**src/rtl/brs_pkg.sv**
```systemverilog
/*
  Constants, types and register map of the breaker reclose sequencer.
  Assumes a 10 MHz system clock and an APB master with 32-bit data.
*/
// Contract
// - A trip request while ready raises sequence active, request pending and the first attempt indication together.
// - With the breaker open and the request gone, the attempt's dead timer runs and its expiry issues a close request.
// - The close request holds until the breaker reports closed, then the attempt's reclaim timer starts.
// - A request during an attempt's reclaim time moves to the next enabled attempt and swaps the attempt indications.
// - A dead timer always runs to its full setting before closing, whatever the fault does meanwhile.
// - Reclaim expiry without a request drops sequence, attempt and pending indications and starts the overall guard.
// - A request during the overall guard goes to final trip and lock-out, unless a setting selects a new sequence.
// - Any timer set to zero is skipped and the sequence moves on at once.
// - A setting can omit the overall guard phase after a successful cycle.
// - Expiry of the overall guard returns the sequencer to ready for the next request.
// - Five individually enabled attempts, times from zero to 1800 s in 5 ms steps.
// - A request in reclaim with no further enabled attempt gives final trip, drops indications and locks out.
// - Lock-out is left only by the external reset or the breaker closing, once its cause has cleared.
// - An open or close failure time-out from the breaker control puts the sequencer in lock-out, except while ready, where it is ignored.
package brs_pkg;

  localparam int CLK_HZ       = 10_000_000;
  localparam int TICK_MS      = 5;
  localparam int TICK_CYCLES  = CLK_HZ / 1000 * TICK_MS;
  localparam int NUM_SHOTS    = 5;
  localparam int SHOT_W       = 3;
  localparam int TIME_W       = 19;
  localparam int ADDR_W       = 12;
  localparam int IRQ_W        = 3;

  localparam logic [TIME_W-1:0] TIME_MAX = 19'h5_7e40;

  localparam logic [ADDR_W-1:0] ADDR_CTRL      = 12'h000;
  localparam logic [ADDR_W-1:0] ADDR_SHOT_EN   = 12'h004;
  localparam logic [ADDR_W-1:0] ADDR_GUARD     = 12'h008;
  localparam logic [ADDR_W-1:0] ADDR_STATUS    = 12'h00c;
  localparam logic [ADDR_W-1:0] ADDR_IRQ_STAT  = 12'h010;
  localparam logic [ADDR_W-1:0] ADDR_IRQ_MASK  = 12'h014;
  localparam logic [ADDR_W-1:0] ADDR_DEAD_BASE = 12'h020;
  localparam logic [ADDR_W-1:0] ADDR_RECL_BASE = 12'h040;

  localparam int IRQ_START = 0;
  localparam int IRQ_DONE  = 1;
  localparam int IRQ_LOCK  = 2;

  localparam logic [NUM_SHOTS-1:0] SHOT_EN_RST  = 5'h01;
  localparam logic [IRQ_W-1:0]     IRQ_MASK_RST = 3'h0;

  typedef enum logic [2:0] {
    ST_READY     = 3'b000,
    ST_WAIT_OPEN = 3'b001,
    ST_DEAD      = 3'b010,
    ST_CLOSE     = 3'b011,
    ST_RECLAIM   = 3'b100,
    ST_GUARD     = 3'b101,
    ST_FINAL     = 3'b110,
    ST_LOCKOUT   = 3'b111
  } brs_state_e;

  typedef struct packed {
    logic skip_guard;
    logic guard_restart;
    logic enable;
  } brs_ctrl_s;

  localparam brs_ctrl_s CTRL_RST = 3'h1;

  typedef struct packed {
    logic open;
    logic closed;
    logic open_fail;
    logic close_fail;
  } brs_brk_s;

endpackage : brs_pkg

```
**src/rtl/brs_seq_timer.sv**
```systemverilog
/*
  Shared sequence timer: 5 ms tick prescaler and a tick counter.
  Assumes the sequencer pulses restart whenever a timed step begins.
*/
`timescale 1ns/1ps
module brs_seq_timer import brs_pkg::*; #(
  parameter int TICKS  = TICK_CYCLES,
  parameter int TIME_W_P = TIME_W
) (
  // Clock and reset
  input  wire logic                sys_clk,
  input  wire logic                rst,
  // Control
  input  wire logic                restart,
  input  wire logic [TIME_W_P-1:0] limit,
  // Result
  output logic                     done
);
  localparam int PRE_W = $clog2(TICKS + 1);
  localparam logic [PRE_W-1:0] PRE_LAST = PRE_W'(TICKS - 1);

  logic [PRE_W-1:0]    pre_r;
  logic [PRE_W-1:0]    pre_nxt;
  logic [TIME_W_P-1:0] cnt_r;
  logic [TIME_W_P-1:0] cnt_nxt;
  logic                tick;

  assign done = (limit == '0) || (cnt_r >= limit);
  assign tick = (pre_r == PRE_LAST);

  always_comb begin
    pre_nxt = tick ? '0 : pre_r + 1'b1;
    cnt_nxt = (tick && !done) ? cnt_r + 1'b1 : cnt_r;
    if (restart) begin
      pre_nxt = '0;
      cnt_nxt = '0;
    end
  end

  always_ff @(posedge sys_clk or posedge rst) begin
    if (rst) begin
      pre_r <= '0;
      cnt_r <= '0;
    end else begin
      pre_r <= pre_nxt;
      cnt_r <= cnt_nxt;
    end
  end
endmodule : brs_seq_timer

```
**src/rtl/brs_sequencer.sv**
```systemverilog
/*
  Breaker reclose sequencer with APB register file and interrupt.
  Assumes trip request and breaker status are synchronous to sys_clk.
*/
// Implementation choices: the register offsets and register access over APB.
`timescale 1ns/1ps
module brs_sequencer import brs_pkg::*; #(
  parameter int N_SHOTS = NUM_SHOTS,
  parameter int TICKS   = TICK_CYCLES
) (
  // Clock and reset
  input  wire logic               sys_clk,
  input  wire logic               rst,
  // APB slave
  input  wire logic               psel,
  input  wire logic               penable,
  input  wire logic               pwrite,
  input  wire logic [ADDR_W-1:0]  paddr,
  input  wire logic [31:0]        pwdata,
  output logic [31:0]             prdata,
  output logic                    pready,
  output logic                    pslverr,
  // Protection request and breaker control
  input  wire logic               request_two,
  input  wire brs_brk_s           brk,
  input  wire logic               ext_reset,
  // Indications
  output logic                    sequence_active,
  output logic                    request_two_pending,
  output logic [N_SHOTS-1:0]      attempt_active,
  output logic                    close_request,
  output logic                    post_cycle_guard,
  output logic                    final_trip,
  output logic                    reclose_lockout,
  output logic                    irq
);

  brs_state_e                st_r, st_nxt;
  logic [SHOT_W-1:0]         shot_r, shot_nxt;
  logic [IRQ_W-1:0]          evt;
  logic                      closed_prev_r;
  logic                      fail;

  brs_ctrl_s                 ctrl_r, ctrl_nxt;
  logic [N_SHOTS-1:0]        shot_en_r, shot_en_nxt;
  logic [TIME_W-1:0]         guard_r, guard_nxt;
  logic [TIME_W-1:0]         dead_r [N_SHOTS];
  logic [TIME_W-1:0]         dead_nxt [N_SHOTS];
  logic [TIME_W-1:0]         recl_r [N_SHOTS];
  logic [TIME_W-1:0]         recl_nxt [N_SHOTS];
  logic [IRQ_W-1:0]          irq_stat_r, irq_stat_nxt;
  logic [IRQ_W-1:0]          irq_mask_r, irq_mask_nxt;

  logic                      pready_r, pready_nxt;
  logic                      pslverr_r, pslverr_nxt;
  logic [31:0]               prdata_r, prdata_nxt;
  logic                      seq_active_r, seq_active_nxt;
  logic [N_SHOTS-1:0]        attempt_r, attempt_nxt;
  logic                      close_req_r, close_req_nxt;
  logic                      guard_out_r, guard_out_nxt;
  logic                      final_r, final_nxt;
  logic                      lock_r, lock_nxt;
  logic                      irq_r, irq_nxt;

  logic                      first_ok, next_ok;
  logic [SHOT_W-1:0]         first_idx, next_idx;
  logic [TIME_W-1:0]         limit;
  logic                      tmr_done;
  logic                      restart;

  // Lowest enabled shot, and lowest enabled shot above the current one
  always_comb begin
    first_ok  = 1'b0;
    next_ok   = 1'b0;
    first_idx = '0;
    next_idx  = '0;
    for (int i = N_SHOTS - 1; i >= 0; i--) begin
      if (shot_en_r[i]) begin
        first_ok  = 1'b1;
        first_idx = SHOT_W'(i);
        if (SHOT_W'(i) > shot_r) begin
          next_ok  = 1'b1;
          next_idx = SHOT_W'(i);
        end
      end
    end
  end

  always_comb begin
    limit = '0;
    if (st_r == ST_DEAD) begin
      limit = dead_r[shot_r];
    end else if (st_r == ST_RECLAIM) begin
      limit = recl_r[shot_r];
    end else if (st_r == ST_GUARD) begin
      limit = guard_r;
    end
  end

  assign restart = (st_nxt != st_r) || (shot_nxt != shot_r);
  assign fail    = brk.open_fail || brk.close_fail;

  brs_seq_timer #(
    .TICKS    (TICKS),
    .TIME_W_P (TIME_W)
  ) u_timer (
    .sys_clk (sys_clk),
    .rst     (rst),
    .restart (restart),
    .limit   (limit),
    .done    (tmr_done)
  );

  // Sequence state machine
  always_comb begin
    st_nxt   = st_r;
    shot_nxt = shot_r;
    evt      = '0;
    case (st_r)
      ST_READY: begin
        if (ctrl_r.enable && request_two) begin
          evt[IRQ_START] = 1'b1;
          shot_nxt       = first_idx;
          st_nxt         = first_ok ? ST_WAIT_OPEN : ST_FINAL;
        end
      end
      ST_WAIT_OPEN: begin
        if (brk.open && !request_two) begin
          st_nxt = ST_DEAD;
        end
      end
      ST_DEAD: begin
        if (tmr_done) begin
          st_nxt = ST_CLOSE;
        end
      end
      ST_CLOSE: begin
        if (brk.closed) begin
          st_nxt = ST_RECLAIM;
        end
      end
      ST_RECLAIM: begin
        if (request_two) begin
          shot_nxt = next_ok ? next_idx : shot_r;
          st_nxt   = next_ok ? ST_WAIT_OPEN : ST_FINAL;
        end else if (tmr_done) begin
          st_nxt = ctrl_r.skip_guard ? ST_READY : ST_GUARD;
          evt[IRQ_DONE] = ctrl_r.skip_guard;
        end
      end
      ST_GUARD: begin
        if (request_two) begin
          shot_nxt = first_idx;
          st_nxt   = (ctrl_r.guard_restart && first_ok) ? ST_WAIT_OPEN : ST_FINAL;
          evt[IRQ_START] = ctrl_r.guard_restart && first_ok;
        end else if (tmr_done) begin
          st_nxt        = ST_READY;
          evt[IRQ_DONE] = 1'b1;
        end
      end
      ST_FINAL: begin
        st_nxt = ST_LOCKOUT;
      end
      ST_LOCKOUT: begin
        // leave only on reset or closing, cause cleared
        if ((ext_reset || (brk.closed && !closed_prev_r)) && !request_two && !fail) begin
          st_nxt = ST_READY;
        end
      end
      default: begin
        st_nxt = ST_READY;
      end
    endcase
    if (fail && st_r != ST_READY && st_r != ST_LOCKOUT) begin
      st_nxt = ST_LOCKOUT;
    end
    if (st_nxt == ST_LOCKOUT && st_r != ST_LOCKOUT) begin
      evt[IRQ_LOCK] = 1'b1;
    end
  end

  // Indications follow the next state
  always_comb begin
    seq_active_nxt = (st_nxt == ST_WAIT_OPEN) || (st_nxt == ST_DEAD) ||
                     (st_nxt == ST_CLOSE) || (st_nxt == ST_RECLAIM);
    close_req_nxt  = (st_nxt == ST_CLOSE);
    guard_out_nxt  = (st_nxt == ST_GUARD);
    final_nxt      = (st_nxt == ST_FINAL);
    lock_nxt       = (st_nxt == ST_LOCKOUT);
  end

  for (genvar g = 0; g < N_SHOTS; g++) begin : g_attempt
    assign attempt_nxt[g] = seq_active_nxt && (shot_nxt == SHOT_W'(g));
  end

  // APB register file
  logic wr_en;
  logic rd_en;
  logic dead_hit;
  logic recl_hit;
  logic [SHOT_W-1:0] reg_idx;
  logic [TIME_W-1:0] wr_time;

  assign wr_en    = psel && penable && pready_r && pwrite;
  assign rd_en    = psel && penable && !pready_r && !pwrite;
  assign reg_idx  = paddr[4:2];
  assign dead_hit = (paddr[ADDR_W-1:5] == ADDR_DEAD_BASE[ADDR_W-1:5]) && (reg_idx < SHOT_W'(N_SHOTS));
  assign recl_hit = (paddr[ADDR_W-1:5] == ADDR_RECL_BASE[ADDR_W-1:5]) && (reg_idx < SHOT_W'(N_SHOTS));
  assign wr_time  = (pwdata[31:TIME_W] != '0 || pwdata[TIME_W-1:0] > TIME_MAX) ? TIME_MAX : pwdata[TIME_W-1:0];

  always_comb begin
    ctrl_nxt     = ctrl_r;
    shot_en_nxt  = shot_en_r;
    guard_nxt    = guard_r;
    dead_nxt     = dead_r;
    recl_nxt     = recl_r;
    irq_mask_nxt = irq_mask_r;
    irq_stat_nxt = irq_stat_r;
    prdata_nxt   = prdata_r;
    pslverr_nxt  = 1'b0;
    pready_nxt   = psel && penable && !pready_r;
    if (wr_en) begin
      if (paddr == ADDR_CTRL) begin
        ctrl_nxt = pwdata[$bits(brs_ctrl_s)-1:0];
      end else if (paddr == ADDR_SHOT_EN) begin
        shot_en_nxt = pwdata[N_SHOTS-1:0];
      end else if (paddr == ADDR_GUARD) begin
        guard_nxt = wr_time;
      end else if (paddr == ADDR_IRQ_STAT) begin
        irq_stat_nxt = irq_stat_r & ~pwdata[IRQ_W-1:0];
      end else if (paddr == ADDR_IRQ_MASK) begin
        irq_mask_nxt = pwdata[IRQ_W-1:0];
      end else if (dead_hit) begin
        dead_nxt[reg_idx] = wr_time;
      end else if (recl_hit) begin
        recl_nxt[reg_idx] = wr_time;
      end
    end
    // Event set wins over clear
    irq_stat_nxt = irq_stat_nxt | evt;
    if (rd_en) begin
      prdata_nxt = '0;
      if (paddr == ADDR_CTRL) begin
        prdata_nxt[$bits(brs_ctrl_s)-1:0] = ctrl_r;
      end else if (paddr == ADDR_SHOT_EN) begin
        prdata_nxt[N_SHOTS-1:0] = shot_en_r;
      end else if (paddr == ADDR_GUARD) begin
        prdata_nxt[TIME_W-1:0] = guard_r;
      end else if (paddr == ADDR_STATUS) begin
        prdata_nxt[2:0] = st_r;
        prdata_nxt[6:4] = shot_r;
      end else if (paddr == ADDR_IRQ_STAT) begin
        prdata_nxt[IRQ_W-1:0] = irq_stat_r;
      end else if (paddr == ADDR_IRQ_MASK) begin
        prdata_nxt[IRQ_W-1:0] = irq_mask_r;
      end else if (dead_hit) begin
        prdata_nxt[TIME_W-1:0] = dead_r[reg_idx];
      end else if (recl_hit) begin
        prdata_nxt[TIME_W-1:0] = recl_r[reg_idx];
      end else begin
        pslverr_nxt = 1'b1;
      end
    end else if (psel && penable && !pready_r) begin
      pslverr_nxt = 1'b0;
    end
    irq_nxt = |(irq_stat_nxt & irq_mask_nxt);
  end

  always_ff @(posedge sys_clk or posedge rst) begin
    if (rst) begin
      st_r          <= ST_READY;
      shot_r        <= '0;
      closed_prev_r <= 1'b1;
      ctrl_r        <= CTRL_RST;
      shot_en_r     <= SHOT_EN_RST;
      guard_r       <= '0;
      dead_r        <= '{default: '0};
      recl_r        <= '{default: '0};
      irq_stat_r    <= '0;
      irq_mask_r    <= IRQ_MASK_RST;
      pready_r      <= 1'b0;
      pslverr_r     <= 1'b0;
      prdata_r      <= '0;
      seq_active_r  <= 1'b0;
      attempt_r     <= '0;
      close_req_r   <= 1'b0;
      guard_out_r   <= 1'b0;
      final_r       <= 1'b0;
      lock_r        <= 1'b0;
      irq_r         <= 1'b0;
    end else begin
      st_r          <= st_nxt;
      shot_r        <= shot_nxt;
      closed_prev_r <= brk.closed;
      ctrl_r        <= ctrl_nxt;
      shot_en_r     <= shot_en_nxt;
      guard_r       <= guard_nxt;
      dead_r        <= dead_nxt;
      recl_r        <= recl_nxt;
      irq_stat_r    <= irq_stat_nxt;
      irq_mask_r    <= irq_mask_nxt;
      pready_r      <= pready_nxt;
      pslverr_r     <= pslverr_nxt;
      prdata_r      <= prdata_nxt;
      seq_active_r  <= seq_active_nxt;
      attempt_r     <= attempt_nxt;
      close_req_r   <= close_req_nxt;
      guard_out_r   <= guard_out_nxt;
      final_r       <= final_nxt;
      lock_r        <= lock_nxt;
      irq_r         <= irq_nxt;
    end
  end

  assign prdata              = prdata_r;
  assign pready              = pready_r;
  assign pslverr             = pslverr_r;
  assign sequence_active     = seq_active_r;
  assign request_two_pending = seq_active_r;
  assign attempt_active      = attempt_r;
  assign close_request       = close_req_r;
  assign post_cycle_guard    = guard_out_r;
  assign final_trip          = final_r;
  assign reclose_lockout     = lock_r;
  assign irq                 = irq_r;
endmodule : brs_sequencer

```
**config.mk**
```make
export PLATFORM = sky130hd
export DESIGN_NAME = brs_sequencer
export DESIGN_NICKNAME = d
export VERILOG_FILES = /design/src/rtl/brs_pkg.sv /design/src/rtl/brs_seq_timer.sv /design/src/rtl/brs_sequencer.sv
export SDC_FILE = /design/constraint.sdc
export NUM_CORES = 1
export LEC_CHECK = 0
export ABC_CLOCK_PERIOD_IN_PS = 8290
export BUFFER_PORTS_ARGS = -buffer_cell sky130_fd_sc_hd__buf_2
export CAP_MARGIN = 20
export CORE_ASPECT_RATIO = 1.5
export CORE_MARGIN = 2
export CORE_UTILIZATION = 35
export CTS_CLUSTER_DIAMETER = 30
export DETAILED_ROUTE_END_ITERATION = 8
export GPL_TIMING_DRIVEN = 0
export PLACE_DENSITY_LB_ADDON = 0.15
export SLEW_MARGIN = 10
export SYNTH_ARGS = -nofsm -noshare
export SYNTH_HDL_FRONTEND = slang
export SYNTH_SLANG_ARGS = --single-unit
```
**constraint.sdc**
```tcl
create_clock -name sys_clk -period 8.29 [get_ports sys_clk]
set_input_delay 0 -clock sys_clk [delete_from_list [all_inputs] [get_ports sys_clk]]
set_output_delay 0 -clock sys_clk [all_outputs]
set_load 0.03 [all_outputs]
```
==> out/metrics.csv, run 1 <==
stage,metric,value,unit
final_layout,synthesis-to-finish area growth,21.5,%
final_layout,Ant. Diodes,0,
worst_setup_path,Worst R2R Setup Slack,2.40,ns
global_routing,GR Overflow Total,0,
synth,largest family of logic cells by synthesized area,compound AO/OA/AOI/OAI gates,
cts,Resized cells post-CTS,0,
worst_setup_path,WS Path Type,flip-flop to flip-flop,
worst_setup_path,Worst EP required,8.73,ns
timing,RSZ-0062 raised after global routing,no,
final_layout,share of layout cells above drive strength 1,0.157,
routing,DRC violations left,0,
global_routing,largest net degree at the start of global routing,118,
timing,setup slack after layout,2.40,ns
routing,vias,15063,
pwr,power per cell area,253,nW/um^2
timing,Max Slew Vio Count,0,
cts,CTS Buffer Depth,3,
placement,GP Congestion,0.981,
synth,Syn. warnings,0,
timing,Max-slew headroom,0.290,
synth,Synth Flop Type,dfrtp_1,
global_routing,first-pass GRT wire length,97800,um
pwr,Pwr Total,5.08,mW
cts,clock latency on the worst-skew pair,0.60,ns
timing,Max Fclk,170,MHz
timing,Setup Skew,0.0258,ns
cts,"Setup Fix Bufs, Post-CTS",0,
pwr,maximum vdd ir drop,161,uV
synth,portion of netlist area occupied by mux cells,0.101,
placement,dpl ws,2.47,ns
die,initial core utilization,0.354,
cts,CTS H-Tree Depth,2,
routing,TritonRoute pass-1 iters,8,
routing,routed vias/inst,5.72,
worst_setup_path,Crit. End Element,flip-flop,
final_layout,area of the multi-input gates,8250,um^2
synth,Synth Area in Compound Gates,0.195,
placement,Area after DPL,17800,um^2
pwr,Gate power share,0.235,
routing,Final ANT Viol Nets,0,
synth,Netlist cell types,82,
global_routing,initial antenna violation count,0,
worst_hold_path,worst hold path class,input port to asynchronous set/reset pin,
pwr,sw frac,0.341,
final_layout,fillcell total,4657,
worst_setup_path,Critical Path AT,6.32,ns
placement,HPWL Detailed,50100,um
synth,sequential element share of the synthesized area,0.450,
routing,final WL,65200,um
routing,DRT iter0 DRCs,1232,
timing,"Setup violations, final",0,
synth,"flops & latches, synth",297,
timing,min cycle time layout,5.89,ns
synth,post-synthesis async set-or-reset flop share,1.00,
pwr,Int Power,3.35,mW
final_layout,"Design Area, Final",20100,um^2
global_routing,vias in the first global route,15183,
die,core area,46600,um^2
timing,worst-margin pin slew,1.06,ns
pwr,NetSw,1.73,mW
cts,CTS tree,yes,
die,cell row count,97,
die,Die Ht,270,um
worst_setup_path,beginning of the worst register-to-register path,shot_r[2],
synth,Syn Std Cell Area,16500,um^2
synth,adder-cell share of the synthesized area,0.0159,
synth,Post-Synthesis Cells,1809,
routing,Wirelength per Cell,24.7,um
worst_setup_path,reg2reg end,u_timer.pre_r[11],
worst_setup_path,depth of the most critical reg-to-reg path,16,
cts,CTS Sinks,297,
die,die area,49000,um^2
final_layout,Sequential Area,7440,um^2
final_layout,nets,2070,
placement,port bufs,85,
timing,Hold Fails Final Rpt,0,
pwr,leakage power,8.49,nW
timing,setup_tns,0,ns
worst_setup_path,Startpoint Class,flip-flop,
worst_setup_path,Max Fanout on Critical Path,10,
cts,"Reg clk slew, reported paths",0.05,ns
pwr,clock power share,0.470,
synth,Synth Area in Simple Gates,0.167,
synth,number of synthesized flops with an enable pin,0,
synth,Post-Synth XOR/XNOR Area,0.0175,
pwr,Sequential Power Share,0.295,
die,I/O pins,101,
final_layout,most frequent cells in the layout,"nand2_1 (319), dfrtp_1 (294), o21ai_0 (277)",
global_routing,Total GRT Usage,0.266,
synth,syn avg cell area,9.13,um^2
die,Die W,181,um
timing,Final Cycle Share,0.710,
cts,cts bufs inserted,55,
cts,Clock Tree Root,clkbuf_16,
final_layout,"most common cell after layout, fill and taps aside",nand2_1,
run,Max Cap Viol,0,
outcome,status,completed,
## registers in the layout, summed over array words and instances, names as in the netlist, 3 cells and up
register and flops:
recl_r 95, u_timer.cnt_r 19, prdata 19, shot_en_r 5, irq_mask_r 3, u_timer.pre_r 16, shot_r 3, irq_stat_r 3
attempt_active 5, ctrl_r 3, guard_r 19, dead_r 95, st_r 3
## worst max-delay path, stage by stage, from the launching register on
cell      delay (ns)
dfrtp_1         0.47
inv_1           0.20
clkbuf_1        0.65
clkbuf_1        0.74
a22oi_1         0.17
o221ai_1        0.35
o21ai_0         0.26
ha_1            0.36
nand3_1         0.11
nor4_1          0.26
o21ai_0         0.14
a31o_2          0.36
o22ai_1         0.54
o221ai_1        0.30
o31ai_4         0.22
clkbuf_1        0.45
nor3_1          0.12
## routing by layer
metal / up-vias / part of all wire / GRT usage
met5: - / 0 / 0
met4: 0 / 0.065 / 0.153
met3: 206 / 0.053 / 0.0368
met2: 590 / 0.50 / 0.471
met1: 7412 / 0.38 / 0.304
li1: 6855 / - / -
## stage by stage
| step | cells | util | hold WS, ns |
|---|---|---|---|
| 4_1_cts | 2634 | 0.430 | 0.0551 |
| 3_5_place_dp | 2503 | 0.382 | 0.115 |
| 6_report | 2635 | 0.430 | 0.0505 |
| 3_3_place_gp | 2500 | 0.380 | 0.137 |
| 5_1_grt | 2635 | 0.430 | 0.103 |
| 2_1_floorplan | 1821 | - | 0.00448 |
## Yosys cell counts, types with 4 or more instances
master | number | share of area
o211ai_1 | 5 | 0.0023
nand2b_1 | 7 | 0.0027
buf_4 | 17 | 0.0077
and3_1 | 11 | 0.0042
nand2_1 | 319 | 0.073
o2bb2ai_1 | 7 | 0.0037
buf_6 | 6 | 0.0041
nand4_1 | 10 | 0.0038
buf_1 | 7 | 0.0016
nor2_1 | 71 | 0.016
o21ai_0 | 277 | 0.084
and2_1 | 9 | 0.0034
inv_1 | 33 | 0.0075
mux2_2 | 27 | 0.018
nor2b_1 | 48 | 0.018
or3_1 | 4 | 0.0015
clkbuf_1 | 112 | 0.025
a221oi_1 | 4 | 0.0021
xor2_1 | 6 | 0.0032
a22o_1 | 4 | 0.0021
buf_2 | 16 | 0.0049
or2_2 | 4 | 0.0015
a22oi_1 | 19 | 0.0086
or4_1 | 7 | 0.0032
mux2i_1 | 43 | 0.026
a32oi_1 | 9 | 0.0048
nand3_1 | 28 | 0.0085
o22ai_1 | 30 | 0.011
mux4_2 | 39 | 0.053
a31oi_1 | 5 | 0.0019
a21oi_1 | 119 | 0.036
dfrtp_1 | 294 | 0.45
a211oi_1 | 7 | 0.0032
a21o_1 | 9 | 0.0041
o221ai_1 | 9 | 0.0048
xnor2_1 | 27 | 0.014
ha_1 | 21 | 0.016
nor4_1 | 18 | 0.0068
nor3_1 | 52 | 0.016
## logic make-up (layout without fill, tap and decap cells)
| family | after synthesis | count (layout) |
|---|---|---|
| muxes | 113 | 113 |
| DFF | 297 | 297 |
| adders and majority gates | 21 | 21 |
| buffers and inverters | 195 | 415 |
| xor gates and xnor gates | 33 | 33 |
| other | 1 | 13 |
| AOI/OAI and AO/OA | 546 | 546 |
| and+or+nand+nor | 603 | 603 |
## worst max path at each step
stage	from	endpoint	cells after the start
floorplan	rst	attempt_active[0]	1
global placement	rst	dead_r[32]	2
detailed placement	shot_r[2]	u_timer.cnt_r[2]	16
CTS	shot_r[2]	u_timer.cnt_r[0]	16
global route	shot_r[2]	u_timer.cnt_r[0]	16
finish	shot_r[2]	u_timer.pre_r[11]	16
## power groups by stage
stage | logic [mW] | clock network, mW | registers [mW]
after floorplan | 0.725 | 0 | 1.54
after global placement | 1.16 | 0 | 1.52
after detailed placement | 1.17 | 0 | 1.52
after CTS | 1.19 | 2.41 | 1.50
after global routing | 1.25 | 2.48 | 1.50
final | 1.19 | 2.38 | 1.50
## final cells by class
| type | instances | area share |
|---|---|---|
| plain buffers | 160 | 0.0372 |
| clock inverters | 40 | 0.0259 |
| repair buffers | 116 | 0.0387 |
| inverters | 35 | 0.00692 |
| flip-flops and latches | 297 | 0.371 |
| well taps | 594 | 0.0370 |
| clock buffers | 64 | 0.0724 |
| multi-input cells | 1329 | 0.411 |
## timing repair
action,CTS,global route
hold buffers,27,0
setup endpoints to repair,0,0
endpoints found under the hold margin,110,0
Note: power is estimated with default switching activity, not from simulation.
==> inputs of run 2 (changes only) <==
--- a/config.mk
+++ b/config.mk
@@ -5,7 +5,8 @@
 export SDC_FILE = /design/constraint.sdc
 export NUM_CORES = 1
 export LEC_CHECK = 0
-export ABC_CLOCK_PERIOD_IN_PS = 8290
+export ABC_AREA = 1
+export ABC_CLOCK_PERIOD_IN_PS = 6000
 export BUFFER_PORTS_ARGS = -buffer_cell sky130_fd_sc_hd__buf_2
 export CAP_MARGIN = 20
 export CORE_ASPECT_RATIO = 1.5
==> constraint.sdc (replaced) <==
create_clock -name sys_clk -period 6 [get_ports sys_clk]
set_input_delay 0 -clock sys_clk [delete_from_list [all_inputs] [get_ports sys_clk]]
set_output_delay 0 -clock sys_clk [all_outputs]
set_load 0.03 [all_outputs]
==> out/metrics.csv, run 2 <==
stage,metric,value,unit,change
outcome,status,completed,,unchanged
global_routing,Total GRT Usage,0.301,,was 0.266
cts,CTS Sinks,297,,unchanged
die,Die Ht,271,um,was 270 um
timing,Max Slew Vio Count,0,,unchanged
cts,Clock Tree Root,clkbuf_16,,unchanged
worst_setup_path,Critical Path AT,5.62,ns,was 6.32 ns
final_layout,nets,2480,,was 2070
final_layout,Ant. Diodes,0,,unchanged
pwr,maximum vdd ir drop,224,uV,was 161 uV
routing,DRC violations left,0,,unchanged
timing,Final Cycle Share,0.857,,was 0.710
die,Die W,182,um,was 181 um
placement,dpl ws,0.904,ns,was 2.47 ns
routing,TritonRoute pass-1 iters,6,,was 8
cts,hold buffers post-CTS,26,,was 27
worst_setup_path,Slowest cell on crit path,clkbuf_1,,unchanged
final_layout,fillcell total,4837,,was 4657
worst_setup_path,beginning of the worst register-to-register path,st_r[1],,was shot_r[2]
final_layout,area of the multi-input gates,7690,um^2,was 8250 um^2
final_layout,final std cells w/o fill,3048,,was 2635
run,Max Cap Viol,0,,unchanged
worst_setup_path,Crit. path cell count,26,,was 16
die,initial core utilization,0.356,,was 0.354
die,I/O pins,101,,unchanged
global_routing,initial antenna violation count,0,,unchanged
cts,"Reg clk slew, reported paths",0.05,ns,about the same
timing,Setup Skew,0.0224,ns,was 0.0258 ns
cts,CTS Buffer Depth,3,,unchanged
synth,largest family of logic cells by synthesized area,simple AND/OR/NAND/NOR gates,,was compound AO/OA/AOI/OAI gates
routing,final WL,73700,um,was 65200 um
worst_setup_path,CP Launch Point,st_r[1],,was shot_r[2]
worst_setup_path,CP Buf/Inv Count,6,,was 4
worst_setup_path,most frequent cell on the critical path,nand2_1,,was clkbuf_1
synth,Post-synth top cells,"nand2_1 (587), dfrtp_1 (294), o21ai_0 (289)",,"was nand2_1 (319), dfrtp_1 (294), o21ai_0 (277)"
timing,setup slack after layout,0.859,ns,was 2.40 ns
synth,"flops & latches, synth",297,,unchanged
routing,vias,17045,,was 15063
routing,Final ANT Viol Nets,0,,unchanged
routing,Wirelength per Cell,24.2,um,was 24.7 um
timing,min cycle time layout,5.14,ns,was 5.89 ns
synth,Synth Area in Simple Gates,0.255,,was 0.167
synth,Post-Synthesis Cells,2209,,was 1809
global_routing,largest net degree at the start of global routing,38,,was 118
placement,port bufs,85,,unchanged
global_routing,vias in the first global route,17244,,was 15183
final_layout,Sequential Area,7440,um^2,unchanged
worst_setup_path,cell family with most CP delay,simple AND/OR/NAND/NOR gates,,was compound AO/OA/AOI/OAI gates
cts,clock latency on the worst-skew pair,0.61,ns,was 0.60 ns
synth,sequential element share of the synthesized area,0.446,,was 0.450
worst_setup_path,Worst EP required,6.48,ns,was 8.73 ns
die,cell row count,97,,unchanged
timing,Hold Fails Final Rpt,0,,unchanged
cts,CTS tree,yes,,unchanged
synth,portion of netlist area occupied by mux cells,0.00195,,was 0.101
worst_hold_path,worst hold path cell count,5,,
die,die area,49400,um^2,was 49000 um^2
synth,post-synthesis async set-or-reset flop share,1.00,,unchanged
timing,Max Fclk,195,MHz,was 170 MHz
synth,"top cells by area, synth","dfrtp_1 (44%), nand2_1 (13%), o21ai_0 (8.7%), inv_1 (4.8%), nor2_1 (3.4%)",,"was dfrtp_1 (45%), o21ai_0 (8.4%), nand2_1 (7.3%), mux4_2 (5.3%), a21oi_1 (3.6%)"
final_layout,Top Registers,"dead_r x95, recl_r x95",,unchanged
worst_setup_path,Crit. End Element,flip-flop,,unchanged
worst_setup_path,Startpoint Class,flip-flop,,unchanged
final_layout,most frequent cells in the layout,"nand2_1 (587), dfrtp_1 (294), o21ai_0 (289)",,"was nand2_1 (319), dfrtp_1 (294), o21ai_0 (277)"
synth,Yosys top cell area share,0.442,,was 0.446
synth,Synth area leader,dfrtp_1,,unchanged
synth,adder-cell share of the synthesized area,0.0158,,was 0.0159
pwr,power per cell area,370,nW/um^2,was 253 nW/um^2
final_layout,"most common cell after layout, fill and taps aside",nand2_1,,unchanged
final_layout,synthesis-to-finish area growth,22.6,%,was 21.5%
worst_hold_path,worst hold path class,input port to flip-flop,,was input port to asynchronous set/reset pin
timing,setup_tns,0,ns,unchanged
synth,number of synthesized flops with an enable pin,0,,unchanged
placement,GP Congestion,0.966,,was 0.981
worst_hold_path,hold path startpoint,pwdata[25],,
synth,Post-Synth XOR/XNOR Area,0.0147,,was 0.0175
synth,Syn. warnings,0,,unchanged
die,core area,46800,um^2,was 46600 um^2
global_routing,GR Overflow Total,0,,unchanged
routing,DRT iter0 DRCs,1464,,was 1232
worst_setup_path,Max Fanout on Critical Path,10,,unchanged
worst_setup_path,max incr delay on CP,0.65,ns,was 0.74 ns
timing,Max-slew headroom,0.132,,was 0.290
synth,Synth Flop Type,dfrtp_1,,unchanged
cts,cts bufs inserted,60,,was 55
timing,worst-margin pin slew,1.29,ns,was 1.06 ns
synth,Netlist cell types,59,,was 82
synth,syn avg cell area,7.54,um^2,was 9.13 um^2
cts,Resized cells post-CTS,0,,unchanged
pwr,leakage power,9.38,nW,was 8.49 nW
timing,"Setup violations, final",0,,unchanged
synth,Syn Std Cell Area,16700,um^2,was 16500 um^2
routing,routed vias/inst,5.59,,was 5.72
worst_setup_path,WS Path Type,flip-flop to flip-flop,,unchanged
placement,# placed instances,2910,,was 2503
cts,"Setup Fix Bufs, Post-CTS",0,,unchanged
timing,RSZ-0062 raised after global routing,no,,unchanged
synth,top-count cell post-synth,nand2_1,,unchanged
worst_setup_path,depth of the most critical reg-to-reg path,26,,was 16
final_layout,share of layout cells above drive strength 1,0.132,,was 0.157
synth,Synth Area in Compound Gates,0.171,,was 0.195
cts,CTS H-Tree Depth,2,,unchanged
placement,HPWL Detailed,54800,um,was 50100 um
global_routing,first-pass GRT wire length,110000,um,was 97800 um
==> run 2: cell count changes in the layout (fill, tap and decap cells not counted), sizes merged, moves of 39 or more <==
cell / previous run / this run
inv: 45 / 233
nor2: 71 / 185
a21oi: 120 / 72
nand2: 319 / 592
mux2i: 43 / 1
nand3: 28 / 113
mux4: 39 / 0
nor2b: 48 / 0
==> run 2: stage by stage <==
| step | util | total power [mW] | area, um^2 | hold slack (ns) |
|---|---|---|---|---|
| after CTS | 0.436 | 7.54 | 20400 | 0.0207 |
| final | 0.436 | 7.56 | 20400 | 0.0285 |
| after floorplan | - | 3.32 | 16700 | 0.00448 |
| after global placement | 0.382 | 4.05 | 17900 | 0.128 |
| after detailed placement | 0.386 | 4.07 | 18100 | 0.0428 |
| after global routing | 0.436 | 7.82 | 20400 | 0.0521 |
==> run 2: worst register-to-register path, delay by kind of cell, from the launching register on <==
family,cells,cell delay (ns)
simple gates,16,2.28
buf+inv,6,1.56
fa+ha+maj,1,0.34
compound gates,3,0.41
flops,1,0.46
==> run 2: final cells by class <==
| type | count | area share |
|---|---|---|
| Clock inverter | 38 | 0.0220 |
| Clock buffer | 74 | 0.0801 |
| Timing Repair Buffer | 121 | 0.0428 |
| Multi-Input combinational cell | 1554 | 0.377 |
| Sequential cell | 297 | 0.364 |
| Tap cell | 594 | 0.0364 |
| Inverter | 223 | 0.0412 |
| Buffer | 147 | 0.0363 |
==> run 2: per-layer routing <==
metal	part of all wire	GRT usage	up-vias
met5	0	0	-
met4	0.099	0.253	0
met3	0.064	0.0459	308
met2	0.49	0.518	865
met1	0.35	0.325	8169
li1	-	-	7703
==> run 2: kinds of logic (layout without fill, tap and decap cells) <==
group,after synthesis,count (layout)
fa+ha+maj,21,21
simple gates,992,992
compound gates,497,497
xor+xnor,28,28
other cells,1,13
mux,3,3
buf+inv,370,603
flops,297,297
==> run 2: path summary, 6_finish.rpt <==
path | slack, ns | end
hold / removal | 0.03 | recl_r[29]
hold reg to reg | 0.46 | pready
max in group asynchronous | 4.43 | dead_r[90]
setup / recovery | 0.86 | u_timer.cnt_r[1]
setup reg to reg | 0.86 | u_timer.cnt_r[1]
min in group asynchronous | 0.54 | irq_mask_r[1]
==> run 2: power breakdown <==
group,switching (mW),internal [mW]
Combinational,1.51,0.520
Clock,1.20,2.25
Sequential,0.0257,2.05
